`config.mk`:
```
export PLATFORM = sky130hd
export DESIGN_NAME = pattern_gen_flat
export DESIGN_NICKNAME = d
export VERILOG_FILES = /design/src/include/lpg_pkg.sv /design/src/include/lpg_if.sv /design/src/logic/entry_fields.sv /design/src/logic/pattern_gen.sv /design/src/flat_wrapper.sv
export SDC_FILE = /design/constraint.sdc
export NUM_CORES = 1
export LEC_CHECK = 0
export ABC_CLOCK_PERIOD_IN_PS = 2800
export BUFFER_PORTS_ARGS = -buffer_cell sky130_fd_sc_hd__buf_2
export CAP_MARGIN = 5
export CORE_UTILIZATION = 40
export DETAILED_ROUTE_END_ITERATION = 7
export PLACE_DENSITY = 0.66
export SLEW_MARGIN = 40
export SYNTH_ARGS = -nofsm -noshare
export SYNTH_HDL_FRONTEND = slang
export SYNTH_SLANG_ARGS = --single-unit
export TNS_END_PERCENT = 10
```
`constraint.sdc`:
```
create_clock -name aclk -period 2.8 [get_ports aclk]
set_clock_uncertainty 0.1 [all_clocks]
set_input_delay 0.28 -clock aclk [delete_from_list [all_inputs] [get_ports aclk]]
set_output_delay 0.28 -clock aclk [all_outputs]
set_load 0.02 [all_outputs]
```
`src/include/lpg_pkg.sv`:
```
// Loopback generator constants and types
package lpg_pkg;
    // ----------------------------------------
    // Entry layout
    // ----------------------------------------
    localparam int ENT_W     = 128;
    localparam int VALID_BIT = 0;
    localparam int FIRST_BIT = 1;
    localparam int LAST_BIT  = 2;
    localparam int MODE_LO   = 4;
    localparam int MODE_W    = 4;
    localparam int HOLD_LO   = 8;
    localparam int HOLD_W    = 12;
    localparam int SRC_LO    = 20;
    localparam int SRC_W     = 2;
    localparam int CBYTE_LO  = 32;
    localparam int CBYTE_W   = 8;
    localparam int CTRL_LO   = 44;
    localparam int CTRL_W    = 20;
    localparam int PCTRL_W   = 10;
    localparam int DATA_LO   = 64;
    localparam int DATA_W    = 64;

    // ----------------------------------------
    // Codes
    // ----------------------------------------
    localparam logic [3:0] MODE_SERIAL  = 4'h0;
    localparam logic [3:0] MODE_PAR_SDR = 4'h2;
    localparam logic [3:0] MODE_PAR_DDR = 4'h3;
    localparam logic [3:0] MODE_ENH_SDR = 4'h4;
    localparam logic [3:0] MODE_ENH_DDR = 4'h5;
    localparam logic [1:0] SRC_REPEAT   = 2'h0;
    localparam logic [1:0] SRC_INC      = 2'h1;
    localparam logic [4:0] SOCK_P0_TEST = 5'h1f;
    localparam logic [1:0] THR_P0_TEST  = 2'h3;
    localparam logic [4:0] SOCK_P1_TEST = 5'h0f;
    localparam logic [1:0] THR_P1_TEST  = 2'h1;
    localparam logic [2:0] WID_8        = 3'h0;
    localparam logic [2:0] WID_16       = 3'h1;
    localparam logic [2:0] WID_24       = 3'h2;
    localparam logic [2:0] WID_32       = 3'h3;
    localparam logic [2:0] WID_64       = 3'h4;

    // ----------------------------------------
    // Register map of the program source
    // ----------------------------------------
    localparam logic [11:0] REG_CTRL    = 12'h000;
    localparam logic [11:0] REG_STAT    = 12'h004;
    localparam logic [11:0] REG_IDX     = 12'h008;
    localparam logic [11:0] REG_WORD0   = 12'h010;
    localparam logic [11:0] REG_WORD3   = 12'h01c;
    localparam int         CTL_START    = 0;
    localparam int         CTL_PORT     = 1;
    localparam int         CTL_WIDE     = 2;
    localparam int         CTL_WID_LO   = 4;
    localparam logic [2:0] WIDTH_RST    = WID_64;
    localparam logic [1:0] RESP_OKAY    = 2'h0;
    localparam logic [1:0] RESP_SLVERR  = 2'h2;

    // ----------------------------------------
    // Types and helpers
    // ----------------------------------------
    typedef struct packed {
        logic        valid;
        logic        first;
        logic        last;
        logic [3:0]  mode;
        logic [11:0] hold;
        logic [1:0]  src;
        logic [7:0]  cbyte;
        logic [19:0] ctrl;
        logic [63:0] data;
    } fields_type;

    function automatic logic [63:0] width_mask(input logic [2:0] code);
        case (code)
            WID_8:   width_mask = 64'h0000_0000_0000_00ff;
            WID_16:  width_mask = 64'h0000_0000_0000_ffff;
            WID_24:  width_mask = 64'h0000_0000_00ff_ffff;
            WID_32:  width_mask = 64'h0000_0000_ffff_ffff;
            default: width_mask = 64'hffff_ffff_ffff_ffff;
        endcase
    endfunction

    function automatic logic [31:0] merge_strb(input logic [31:0] old, input logic [31:0] wd,
                                               input logic [3:0] strb);
        for (int i = 0; i < 4; i++) begin
            merge_strb[8*i +: 8] = strb[i] ? wd[8*i +: 8] : old[8*i +: 8];
        end
    endfunction
endpackage

```
`src/include/lpg_if.sv`:
```
// Link between program source and generator
`timescale 1ns/1ps
interface lpg_if;
    logic        start;
    logic        port_sel;
    logic        wide;
    logic [2:0]  width_code;
    logic [4:0]  sock_id;
    logic [1:0]  thread_id;
    logic        ent_valid;
    logic        ent_ready;
    logic [127:0] ent_data;
    logic        busy;
    logic        done;
    logic        aborted;

    modport gen (input start, port_sel, wide, width_code, ent_valid, ent_data,
                 output sock_id, thread_id, ent_ready, busy, done, aborted);
    modport src (output start, port_sel, wide, width_code, ent_valid, ent_data,
                 input sock_id, thread_id, ent_ready, busy, done, aborted);
endinterface

```
`src/logic/entry_fields.sv`:
```
// Splits one 128-bit program entry into its fields
`timescale 1ns/1ps
module entry_fields
    import lpg_pkg::*;
(
    // Raw entry
    input  wire logic [127:0] ent,
    // Decoded fields
    output fields_type        fld
);
    // [RULE20] reserved bits ignored
    assign fld.valid = ent[VALID_BIT];
    assign fld.first = ent[FIRST_BIT];
    assign fld.last  = ent[LAST_BIT];
    assign fld.mode  = ent[MODE_LO +: MODE_W];
    assign fld.hold  = ent[HOLD_LO +: HOLD_W];
    assign fld.src   = ent[SRC_LO +: SRC_W];
    assign fld.cbyte = ent[CBYTE_LO +: CBYTE_W];
    assign fld.ctrl  = ent[CTRL_LO +: CTRL_W];
    assign fld.data  = ent[DATA_LO +: DATA_W];
endmodule // entry_fields

```
`src/logic/pattern_gen.sv`:
```
// Loopback pattern generator
//
// Functional notes
// [RULE1] Entries are 128 bits, fixed layout
// [RULE2] Only entries with valid bit set run
// [RULE3] First entry: start bit, mode only
// [RULE4] Stop after entry carrying end bit
// [RULE5] Mode taken from bits 7:4 at start
// [RULE6] Hold count sets cycles per entry
// [RULE7] Source 00 repeats entry data unchanged
// [RULE8] Source 01 increments replicated low byte; code does so only when hold is above one
// [RULE9] Control byte only serial or enhanced
// [RULE10] Control bits split per port, wide all
// [RULE11] Wide link duplicates 64-bit data
// [RULE12] Data cut to configured bus width
// [RULE13] Port 0 test: thread 3, socket 31
// [RULE14] Port 1 test: thread 1, socket 15
// [RULE15] Wide port under test not supported
// [RULE16] Threads 1 and 3 reserved
// [RULE17] Cross-connect at link-layer signals only
// [RULE18] Program loaded before the test starts
// [RULE19] Program fetched through consumer socket
// [RULE20] Reserved bits zero, ignored
// [RULE21] Invalid entry before end aborts run
//
// The AXI4-Lite slave port and the address map were chosen for this implementation.
`timescale 1ns/1ps
module pattern_gen
    import lpg_pkg::*;
(
    // Clock and reset
    input  wire logic         aclk,
    input  wire logic         aresetn,
    // Program source side
    lpg_if.gen                bus,
    // Port 0 link-layer stimulus
    output logic [19:0]       lnk0_ctrl,
    output logic [127:0]      lnk0_data,
    output logic [7:0]        lnk0_cbyte,
    output logic              lnk0_strobe,
    // Port 1 link-layer stimulus
    output logic [9:0]        lnk1_ctrl,
    output logic [63:0]       lnk1_data,
    output logic [7:0]        lnk1_cbyte,
    output logic              lnk1_strobe
);
    // ----------------------------------------
    // State
    // ----------------------------------------
    typedef enum logic [1:0] {
        ST_IDLE  = 2'b00,
        ST_FETCH = 2'b01,
        ST_HOLD  = 2'b10
    } gen_state_type;

    typedef struct packed {
        gen_state_type st;
        logic          first;
        logic          lst;
        logic [3:0]    mode;
        logic [11:0]   cnt;
        logic          inc;
        logic [7:0]    cur;
        logic [7:0]    cbyte;
        logic [19:0]   ctrl;
        logic [63:0]   data;
        logic          port;
        logic          wide;
        logic [2:0]    wcode;
        logic          busy;
        logic          done;
        logic          abort;
        logic [19:0]   o0_ctrl;
        logic [127:0]  o0_data;
        logic [7:0]    o0_cbyte;
        logic          o0_stb;
        logic [9:0]    o1_ctrl;
        logic [63:0]   o1_data;
        logic [7:0]    o1_cbyte;
        logic          o1_stb;
    } gen_reg_type;

    localparam gen_reg_type GEN_RST = '{st: ST_IDLE, wcode: WIDTH_RST, default: '0};

    gen_reg_type r_r;
    gen_reg_type r_nxt;
    fields_type  fld;
    logic [63:0] word;
    logic [7:0]  cb;

    // Clean end of a run
    function automatic gen_reg_type end_run(input gen_reg_type s);
        end_run      = s;
        end_run.st   = ST_IDLE;
        end_run.busy = 1'b0;
        end_run.done = 1'b1;
    endfunction

    // ----------------------------------------
    // Entry decode
    // ----------------------------------------
    // [RULE1] fixed field split
    entry_fields u_fields (
        .ent (bus.ent_data),
        .fld (fld)
    );

    // ----------------------------------------
    // Fetch side
    // ----------------------------------------
    // [RULE13] [RULE14] socket per port
    assign bus.sock_id   = r_r.port ? SOCK_P1_TEST : SOCK_P0_TEST;
    assign bus.thread_id = r_r.port ? THR_P1_TEST : THR_P0_TEST;
    // [RULE19] pull entries from socket
    assign bus.ent_ready = (r_r.st == ST_FETCH);
    assign bus.busy      = r_r.busy;
    assign bus.done      = r_r.done;
    assign bus.aborted   = r_r.abort;

    // ----------------------------------------
    // Stimulus shaping
    // ----------------------------------------
    always_comb begin
        // [RULE8] replicated counting byte
        word = r_r.inc ? {8{r_r.cur}} : r_r.data;
        // [RULE12] cut to bus width
        word = word & width_mask(r_r.wcode);
        // [RULE9] control byte gating
        cb = (r_r.mode == MODE_SERIAL || r_r.mode == MODE_ENH_SDR || r_r.mode == MODE_ENH_DDR)
           ? r_r.cbyte : 8'h00;
    end

    // ----------------------------------------
    // Sequencer
    // ----------------------------------------
    always_comb begin
        r_nxt        = r_r;
        r_nxt.o0_stb = 1'b0;
        r_nxt.o1_stb = 1'b0;
        case (r_r.st)
            ST_IDLE: begin
                // [RULE18] waits for software start
                if (bus.start) begin
                    r_nxt.st    = ST_FETCH;
                    r_nxt.first = 1'b1;
                    r_nxt.port  = bus.port_sel;
                    r_nxt.wide  = bus.wide;
                    r_nxt.wcode = bus.width_code;
                    r_nxt.busy  = 1'b1;
                    r_nxt.done  = 1'b0;
                    r_nxt.abort = 1'b0;
                end
            end
            ST_FETCH: begin
                if (bus.ent_valid) begin
                    // [RULE2] [RULE21] invalid entry aborts
                    if (!fld.valid || (r_r.first && !fld.first)) begin
                        r_nxt.st    = ST_IDLE;
                        r_nxt.busy  = 1'b0;
                        r_nxt.abort = 1'b1;
                    end else if (r_r.first) begin
                        // [RULE3] [RULE5] start entry: mode only
                        r_nxt.first = 1'b0;
                        r_nxt.mode  = fld.mode;
                        // [RULE4] end on start entry
                        if (fld.last) begin
                            r_nxt = end_run(r_nxt);
                        end
                    end else begin
                        r_nxt.lst   = fld.last;
                        r_nxt.cnt   = fld.hold;
                        r_nxt.cbyte = fld.cbyte;
                        r_nxt.ctrl  = fld.ctrl;
                        r_nxt.data  = fld.data;
                        r_nxt.cur   = fld.data[7:0];
                        // [RULE7] [RULE8] source only counts above one
                        r_nxt.inc   = (fld.src == SRC_INC) && (fld.hold > 12'h001);
                        if (fld.hold != 12'h000) begin
                            r_nxt.st = ST_HOLD;
                        end else if (fld.last) begin
                            // [RULE4] zero-hold end entry
                            r_nxt = end_run(r_nxt);
                        end
                    end
                end
            end
            ST_HOLD: begin
                // [RULE17] link-layer signals
                // [RULE10] control split per port
                if (r_r.wide) begin
                    // [RULE15] wide link only ever feeds port 0
                    r_nxt.o0_ctrl  = r_r.ctrl;
                    // [RULE11] duplicated data word
                    r_nxt.o0_data  = {word, word};
                    r_nxt.o0_cbyte = cb;
                    r_nxt.o0_stb   = 1'b1;
                end else begin
                    r_nxt.o0_ctrl = {10'h000, r_r.ctrl[PCTRL_W-1:0]};
                    r_nxt.o1_ctrl = r_r.ctrl[CTRL_W-1:PCTRL_W];
                    if (!r_r.port) begin
                        r_nxt.o0_data  = {64'h0, word};
                        r_nxt.o0_cbyte = cb;
                        r_nxt.o0_stb   = 1'b1;
                    end else begin
                        r_nxt.o1_data  = word;
                        r_nxt.o1_cbyte = cb;
                        r_nxt.o1_stb   = 1'b1;
                    end
                end
                // [RULE8] next byte one cycle later
                r_nxt.cur = r_r.cur + 8'h01;
                // [RULE6] count down hold cycles
                r_nxt.cnt = r_r.cnt - 12'h001;
                if (r_r.cnt == 12'h001) begin
                    if (r_r.lst) begin
                        // [RULE4] stop after end entry
                        r_nxt = end_run(r_nxt);
                    end else begin
                        r_nxt.st = ST_FETCH;
                    end
                end
            end
            default: begin
                r_nxt = GEN_RST;
            end
        endcase
    end

    always_ff @(posedge aclk) begin
        if (!aresetn) begin
            r_r <= GEN_RST;
        end else begin
            r_r <= r_nxt;
        end
    end

    // ----------------------------------------
    // Outputs
    // ----------------------------------------
    // Data and control byte keep the last value between strobes; every non-wide beat sets both control words
    assign lnk0_ctrl   = r_r.o0_ctrl;
    assign lnk0_data   = r_r.o0_data;
    assign lnk0_cbyte  = r_r.o0_cbyte;
    assign lnk0_strobe = r_r.o0_stb;
    assign lnk1_ctrl   = r_r.o1_ctrl;
    assign lnk1_data   = r_r.o1_data;
    assign lnk1_cbyte  = r_r.o1_cbyte;
    assign lnk1_strobe = r_r.o1_stb;
endmodule // pattern_gen

```
`src/flat_wrapper.sv`:
```
// flat-port wrapper written by rule: the top's interface ports become plain ports
module pattern_gen_flat import lpg_pkg::*;
  (aclk, aresetn, lnk0_ctrl, lnk0_data, lnk0_cbyte, lnk0_strobe, lnk1_ctrl, lnk1_data, lnk1_cbyte, lnk1_strobe, bus_start, bus_port_sel, bus_wide, bus_width_code, bus_ent_valid, bus_ent_data, bus_sock_id, bus_thread_id, bus_ent_ready, bus_busy, bus_done, bus_aborted);
  lpg_if bus_i ();
  input  wire logic aclk;
  input  wire logic aresetn;
  output logic [19:0] lnk0_ctrl;
  output logic [127:0] lnk0_data;
  output logic [7:0] lnk0_cbyte;
  output logic lnk0_strobe;
  output logic [9:0] lnk1_ctrl;
  output logic [63:0] lnk1_data;
  output logic [7:0] lnk1_cbyte;
  output logic lnk1_strobe;
  input wire logic [$bits(bus_i.start)-1:0] bus_start;
  input wire logic [$bits(bus_i.port_sel)-1:0] bus_port_sel;
  input wire logic [$bits(bus_i.wide)-1:0] bus_wide;
  input wire logic [$bits(bus_i.width_code)-1:0] bus_width_code;
  input wire logic [$bits(bus_i.ent_valid)-1:0] bus_ent_valid;
  input wire logic [$bits(bus_i.ent_data)-1:0] bus_ent_data;
  output wire logic [$bits(bus_i.sock_id)-1:0] bus_sock_id;
  output wire logic [$bits(bus_i.thread_id)-1:0] bus_thread_id;
  output wire logic [$bits(bus_i.ent_ready)-1:0] bus_ent_ready;
  output wire logic [$bits(bus_i.busy)-1:0] bus_busy;
  output wire logic [$bits(bus_i.done)-1:0] bus_done;
  output wire logic [$bits(bus_i.aborted)-1:0] bus_aborted;
  assign bus_i.start = bus_start;
  assign bus_i.port_sel = bus_port_sel;
  assign bus_i.wide = bus_wide;
  assign bus_i.width_code = bus_width_code;
  assign bus_i.ent_valid = bus_ent_valid;
  assign bus_i.ent_data = bus_ent_data;
  assign bus_sock_id = bus_i.sock_id;
  assign bus_thread_id = bus_i.thread_id;
  assign bus_ent_ready = bus_i.ent_ready;
  assign bus_busy = bus_i.busy;
  assign bus_done = bus_i.done;
  assign bus_aborted = bus_i.aborted;
  pattern_gen u_core (.aclk(aclk), .aresetn(aresetn), .bus(bus_i), .lnk0_ctrl(lnk0_ctrl), .lnk0_data(lnk0_data), .lnk0_cbyte(lnk0_cbyte), .lnk0_strobe(lnk0_strobe), .lnk1_ctrl(lnk1_ctrl), .lnk1_data(lnk1_data), .lnk1_cbyte(lnk1_cbyte), .lnk1_strobe(lnk1_strobe));
endmodule
```
# After elaboration in Yosys (flattened, before gate mapping)
# Cells that the tools add are included.
op_classes:
  n_bitwise: 4
  order_cmp: 1
  addsub: 2
  mux: 30
  multipliers: 0
  n_reduce_logical: 22
  div_mod_pow: 0
  shift: 0
  eq_ne: 23
op_table:
  columns: ["cell", "count"]
  rows:
  - ["2-to-1 mux 369 bit", 5]
  - ["case mux 240 bit (3 select lines)", 1]
  - ["2-to-1 mux 367 bit", 1]
  - ["2-to-1 mux 366 bit", 1]
  - ["case mux 118 bit (3 select lines)", 1]
  - ["case mux 64 bit (4 select lines)", 1]
  - ["2-to-1 mux 240 bit", 1]
  - ["2-to-1 mux 157 bit", 1]
  - ["2-to-1 mux 137 bit", 1]
  - ["2-to-1 mux 124 bit", 1]
  - ["2-to-1 mux 83 bit", 1]
  - ["2-to-1 mux 73 bit", 1]
  - ["AND 64 bit", 1]
  - ["2-to-1 mux 64 bit", 1]
  - ["case mux 8 bit (3 select lines)", 1]
  - ["AND reduction 5 bit", 4]
  - ["2-to-1 mux 8 bit", 2]
  - ["== test 12 x 1 -> 1 bit (second input constant)", 1]
  - ["greater-than comparator 12 x 1 -> 1 bit (second input constant)", 1]
  - ["AND reduction 4 bit", 3]
  - ["nonzero test 12 bit", 1]
  - ["subtractor 12 x 1 -> 12 bit (second input constant)", 1]
  - ["case mux 3 bit (3 select lines)", 1]
  - ["adder 8 x 1 -> 8 bit (second input constant)", 1]
  - ["other kinds (26)", 48]
word_totals:
  inputBits: 137
  n_memories: 0
  word_cells: 106
  regBits: 369
  latch_bits: 0
  ram_bits: 0
  mem_bits_ro: 0

# Logic depth before layout (Yosys ltp)
logic_depth:
  word_depth: 9
  mapped_depth: 11

# Hierarchy
# A second synthesis with hierarchy kept.
unflattened:
  cells_unflattened: 2090
  hier_area_um2: 16943.8
by_module_without_submodules:
  columns: ["mod", "area_per_inst_um2", "cells_per_inst", "n_inst"]
  rows:
  - ["pattern_gen", 16095.4, 1977, 1]
  - ["entry_fields", 848.3, 113, 1]

# Worst setup path before layout
# No wires, ideal clock.
synth_path:
  path_type: "register to register"
  startpoint: "reg u_core.r_r[368] in the netlist's numbering"
  endpoint: "reg u_core.r_r (netlist bit u_core.lnk0_data[20])"
  arrival_time_ps: 1903
  path_buffers: 3
  path_stages_with_launch: 10
  slack_ps: 680
  required_ps: 2583
  synth_period_minus_slack_ps: 2120
  path_cell_list: "dfxtp_1 inv_1 ha_1 buf_4 or2_1 a21oi_4 nor2b_1 buf_6 buf_2 a22o_1"
synth_between:
  elab_chain_len: 3
  word_cells_on_any_way: 7
  classes_between: "2 x eq/ne; 1 x mux; 2 x bitwise; 2 x reduce/logical"
synth_rtl:
  columns: ["item", "line", "source"]
  rows:
  - ["from (decl)", "pattern_gen.sv:85", "gen_reg_type r_r;"]
  - ["from (signal assigned)", "pattern_gen.sv:233", "r_r <= r_nxt;"]
  - ["== test 2 x 1 -> 1 bit (*)", null, null]
  - ["net bus_ent_ready", "flat_wrapper.sv:23", "output wire logic [$bits(bus_i.ent_ready)-1:0] bus_ent_ready;"]
  - ["branches (longest 2 deep; another with case mux 240 bit (3 select lines))", null, null]
# Mark *: on every way through the listed nets, which the timed path passes.
# A chain may end at the register's enable or synchronous reset.

# Final worst setup path
layout_path:
  startpoint: "reg u_core.r_r[368] in the netlist's numbering"
  endpoint: "reg u_core.r_r[299] in the netlist's numbering"
layout_between:
  elab_chain_len: 3
  word_cells_on_any_way: 10
  classes_between: "5 x eq/ne; 1 x mux; 2 x bitwise; 2 x reduce/logical"
layout_rtl:
  columns: ["item", "line", "source"]
  rows:
  - ["== test 2 x 1 -> 1 bit (tied with other cells)", "pattern_gen.sv:140", "case (r_r.st)"]
  - ["inequality test 2 bit (no line) or inverter 1 bit (tied branches)", null, null]
  - ["AND reduction 5 bit (no line)", null, null]
# Several ways; a longest one is shown, not always the timed one.

==> results.txt <==
----------------------------------------------------
[Logic synthesis]
  Average footprint of a synthesized cell ... approximately 9 um^2
  Yosys synthesis warning count ... 0
  Unique masters post-synth ... between 60 and 70
  Sequential share of the synthesized area ... 0.452
  Proportion of netlist area held by the largest area contributor ... 0.452
  Register bit count reported by yosys ... 369
  Number of enable-type register cells in the synthesized netlist ... 0
  Post-synthesis instance total ... roughly 1800
  Synth top area cells ... dfxtp_1, buf_4, a22o_1
  Async set or reset register ratio after synthesis ... 0
  Most area-hungry cell type in the Yosys netlist ... dfxtp_1
  Post-synth top flop ... dfxtp_1
  Synthesized cell area ... approximately 16000 um^2

[Placement]
  Post-detailed-placement cell area ... 16700 um^2
  IO Port Bufs ... 367
  Weighted congestion at the end of routability-driven global placement ... ~0.83
  Number of cells in the design after placement ... between 2000 and 2500
  HPWL after DPL ... about 33000 um
  Post-placement worst setup slack ... 0.209 ns

[Global routing]
  Largest net degree at the start of global routing ... 94
  Number of global-route vias before repair ... about 13000
  Wire length of the first global-routing pass ... ~76000 um
  Number of antenna violations at the first check in global routing ... 0
  Leftover overflow at the end of global routing ... 0
  Overall fraction of global-route tracks in use ... 0.236

[Route]
  Post-detailed-route DRC marker count ... 0
  DR vias ... 13500
  Number of detailed-routing iterations run before antenna repair ... 5
  Post-detailed-route count of antenna-violating nets ... 0
  Wire length reported by the detailed router ... 50400 um
  Average vias per placed instance ... between 5 and 6
  Average wire per cell in the routed design ... a little under 20 um
  Number of DRC violations after detailed-routing iteration 0 ... between 900 and 1000

[Die]
  Chip width ... just over 200 um
  Standard cell core area ... ~40000 um^2
  Full die area ... 41600 um^2
  Starting Density ... 0.408
  Row count ... 73
  Count of boundary I/O pins ... roughly 390
  Height of the die ... ~200 um

[Power and ir drop]
  Largest voltage drop on the vdd net ... 594 uV
  Leak Pwr ... a little under 0.008 uW
  Power Density ... ~760 nW/um^2

[Critical path]
  Worst Setup Path Type ... reg -> reg
  Arrival time of data at the critical path endpoint ... between 3 and 4 ns
  Critical path launch point ... u_core.r_r[368]
  Crit path to ... u_core.r_r[299]
  Cell with the biggest individual delay on the critical path ... dlygate4sd3_1
  R2R setup slack ... roughly 0.16 ns
  Critical Path Max Stage Delay ... 0.58 ns
  Required time of the critical path ... approximately 3.2 ns
  Cell breakdown of the critical path ... inv_1, ha_1, buf_4, a21o_1, nor2_4, buf_6, nand3_1, a21boi_0, dlygate4sd3_1
  Crit path capture type ... flip-flop
  Count of cells along the worst register-to-register path ... 9
  Reg2Reg Launch Point ... u_core.r_r[368]
  Category of the worst setup path launch point ... flip-flop
  R2r endpoint ... u_core.r_r[299]
  CP max FO ... 34

[Final layout]
  Post-layout instance area ... 19300 um^2
  Share of the core filled with cells ... 0.482
  Layout cells sized above 1 ... 0.246
  Area growth from synthesis to final layout ... 18.1%
  Fillers ... roughly 3800
  Final instance count without filler cells ... ~2600
  Number of nets in the layout ... about 2200
  Number of antenna repair diodes ... 0

[Run]
  Max Cap Violations ... 0

[STA]
  Final worst path period need ... around 2.6 ns
  Pin slew with the least headroom to its limit ... 0.820 ns
  Endpoints failing hold ... 0
  Pins Over Slew Limit ... 0
  Slack of the critical path ... roughly 0.16 ns
  Share of the cycle needed by the critical path after routing ... 0.944
  Hold slack final ... between 0.03 and 0.04 ns
  Final setup fails ... 0
  Worst max-slew margin expressed relative to the limit ... 0.453
  Highest Clock Rate ... around 380 MHz

[CTS]
  CTS tree ... yes
  Clk sink count ... 369
  Clock Tree Buf Depth ... 3
  H-tree Lvls ... 2
  Total clock buffers created by CTS ... between 40 and 50
  Clock-pin slew on the worst setup and hold paths ... around 0.060 ns
  Clock network latency to the later pin of the worst-skew pair ... ~0.55 ns
  Clock tree root buffer cell ... clkbuf_16

[Outcome]
  Outcome ... finished, final reports clean

[Worst hold path]
  Worst hold path type ... in -> reg

----------------------------------------------------
-- placed cells by master, fill, tap and decap left out, types with 11 or more instances in the layout --
cell type,count
a21boi_1,39
nand2_1,234
clkbuf_8,11
buf_2,366
inv_1,13
a22oi_1,65
dlygate4sd3_1,113
buf_4,32
clkbuf_16,42
nor2_1,45
and2_1,12
dfxtp_1,369
nor2b_1,100
nand3_1,122
a21oi_1,75
o21ai_1,31
a22o_1,107
a21boi_0,83
o21ai_0,30
-- worst max-delay path, delay by kind of cell, from the launching register on --
kind | cells | cell delay [ns]
and+or+nand+nor | 2 | 0.26
adders and majority gates | 1 | 0.24
DFF | 1 | 0.40
AOI/OAI and AO/OA | 2 | 0.41
buffers and inverters | 4 | 1.16
-- metal layers --
layer,routed length (um),global-route usage,part of all wire,vias to the layer above
met4,1470,0.0853,0.029,0
met1,22800,0.322,0.45,6485
li1,-,-,-,6417
met5,0,0,0,-
met2,22700,0.368,0.45,521
met3,3450,0.0485,0.068,90
-- cell usage after synthesis (all sizes together) (2+ instances only) --
| cell | instances |
|---|---|
| dfxtp | 369 |
| buf | 325 |
| nand2 | 237 |
| a21boi | 122 |
| nand3 | 122 |
| a22o | 107 |
| nor2b | 102 |
| a21oi | 78 |
| a22oi | 65 |
| o21ai | 61 |
| clkbuf | 49 |
| nor2 | 49 |
| inv | 15 |
| and2 | 14 |
| ha | 8 |
| nor3 | 8 |
| and3 | 7 |
| mux2i | 6 |
| a32oi | 5 |
| nand2b | 5 |
| nand4 | 5 |
| o22a | 5 |
| a21o | 4 |
| a221oi | 4 |
| mux2 | 4 |
| nand3b | 4 |
| nor3b | 4 |
| o21a | 4 |
| xnor2 | 4 |
| a211oi | 3 |
| nor4 | 3 |
| o211ai | 3 |
| a31oi | 2 |
| a32o | 2 |
| o31ai | 2 |
-- worst min-delay path by stage --
stage                          start               endpoint  slack (ns)  cells after the start
3_5_place_dp   u_core.lnk0_data[103]  u_core.lnk0_data[103]        0.34                      2
2_1_floorplan        u_core.r_r[289]        u_core.r_r[289]        0.33                      2
4_1_cts              bus_ent_data[9]        u_core.r_r[350]        0.01                      4
5_1_grt            bus_width_code[2]        u_core.r_r[245]        0.08                      3
3_3_place_gp    u_core.lnk0_data[42]   u_core.lnk0_data[42]        0.34                      2
6_report           bus_width_code[2]        u_core.r_r[245]        0.03                      3
-- repair_timing --
| item | 4_1_cts | 5_1_grt |
|---|---|---|
| gates resized for setup | 0 | 3 |
| hold endpoints to repair | 112 | 0 |
| setup buffers | 0 | 0 |
| hold buffers | 113 | 0 |
| endpoints found under the setup margin | 0 | 7 |
-- cell type report --
type | instances | area, um^2 | area share
Tap cell | 525 | 657 | 0.0341
Clock buffer | 59 | 1220 | 0.0635
Clock inverter | 13 | 181 | 0.00941
Multi-Input combinational cell | 1069 | 6460 | 0.335
Timing Repair Buffer | 518 | 3320 | 0.172
Sequential cell | 369 | 7390 | 0.383
Inverter | 15 | 56.3 | 0.00292
-- registers in the layout, summed over array words and instances, names as in the netlist --
signal and flops:
u_core.bus.aborted 1, u_core.bus.busy 1, u_core.bus.done 1, u_core.lnk0_cbyte 8
u_core.lnk0_ctrl 20, u_core.lnk0_data 128, u_core.lnk0_strobe 1, u_core.lnk1_cbyte 8
u_core.lnk1_ctrl 10, u_core.lnk1_data 64, u_core.lnk1_strobe 1, u_core.r_r 126
-- through the flow --
step	total power, uW	TNS, ns
floorplan	7900	0
global placement	8890	0
detailed placement	8950	0
CTS	14700	0
global route	15200	-0.0129
finish	14600	0
-- power breakdown --
part | switching, uW | leakage (uW) | total [uW] | internal, uW
logic | 2380 | 0.00422 | 3400 | 1020
clock network | 2200 | 0.000691 | 5600 | 3400
registers | 184 | 0.00297 | 5610 | 5430
total | 4760 | 0.00789 | 14600 | 9850
-- cells by family (layout without fill, tap and decap cells) --
kind of cell	after synthesis	in the layout	synth area share
and+or+nand+nor	567	568	0.169
AOI/OAI and AO/OA	473	473	0.207
buffers and inverters	389	605	0.156
DFF	369	369	0.452
muxes	10	10	0.00644
adders and majority gates	8	8	0.00613
xor gates and xnor gates	5	5	0.00268
other	1	5	0.000230
(Power assumes the default switching activity.)
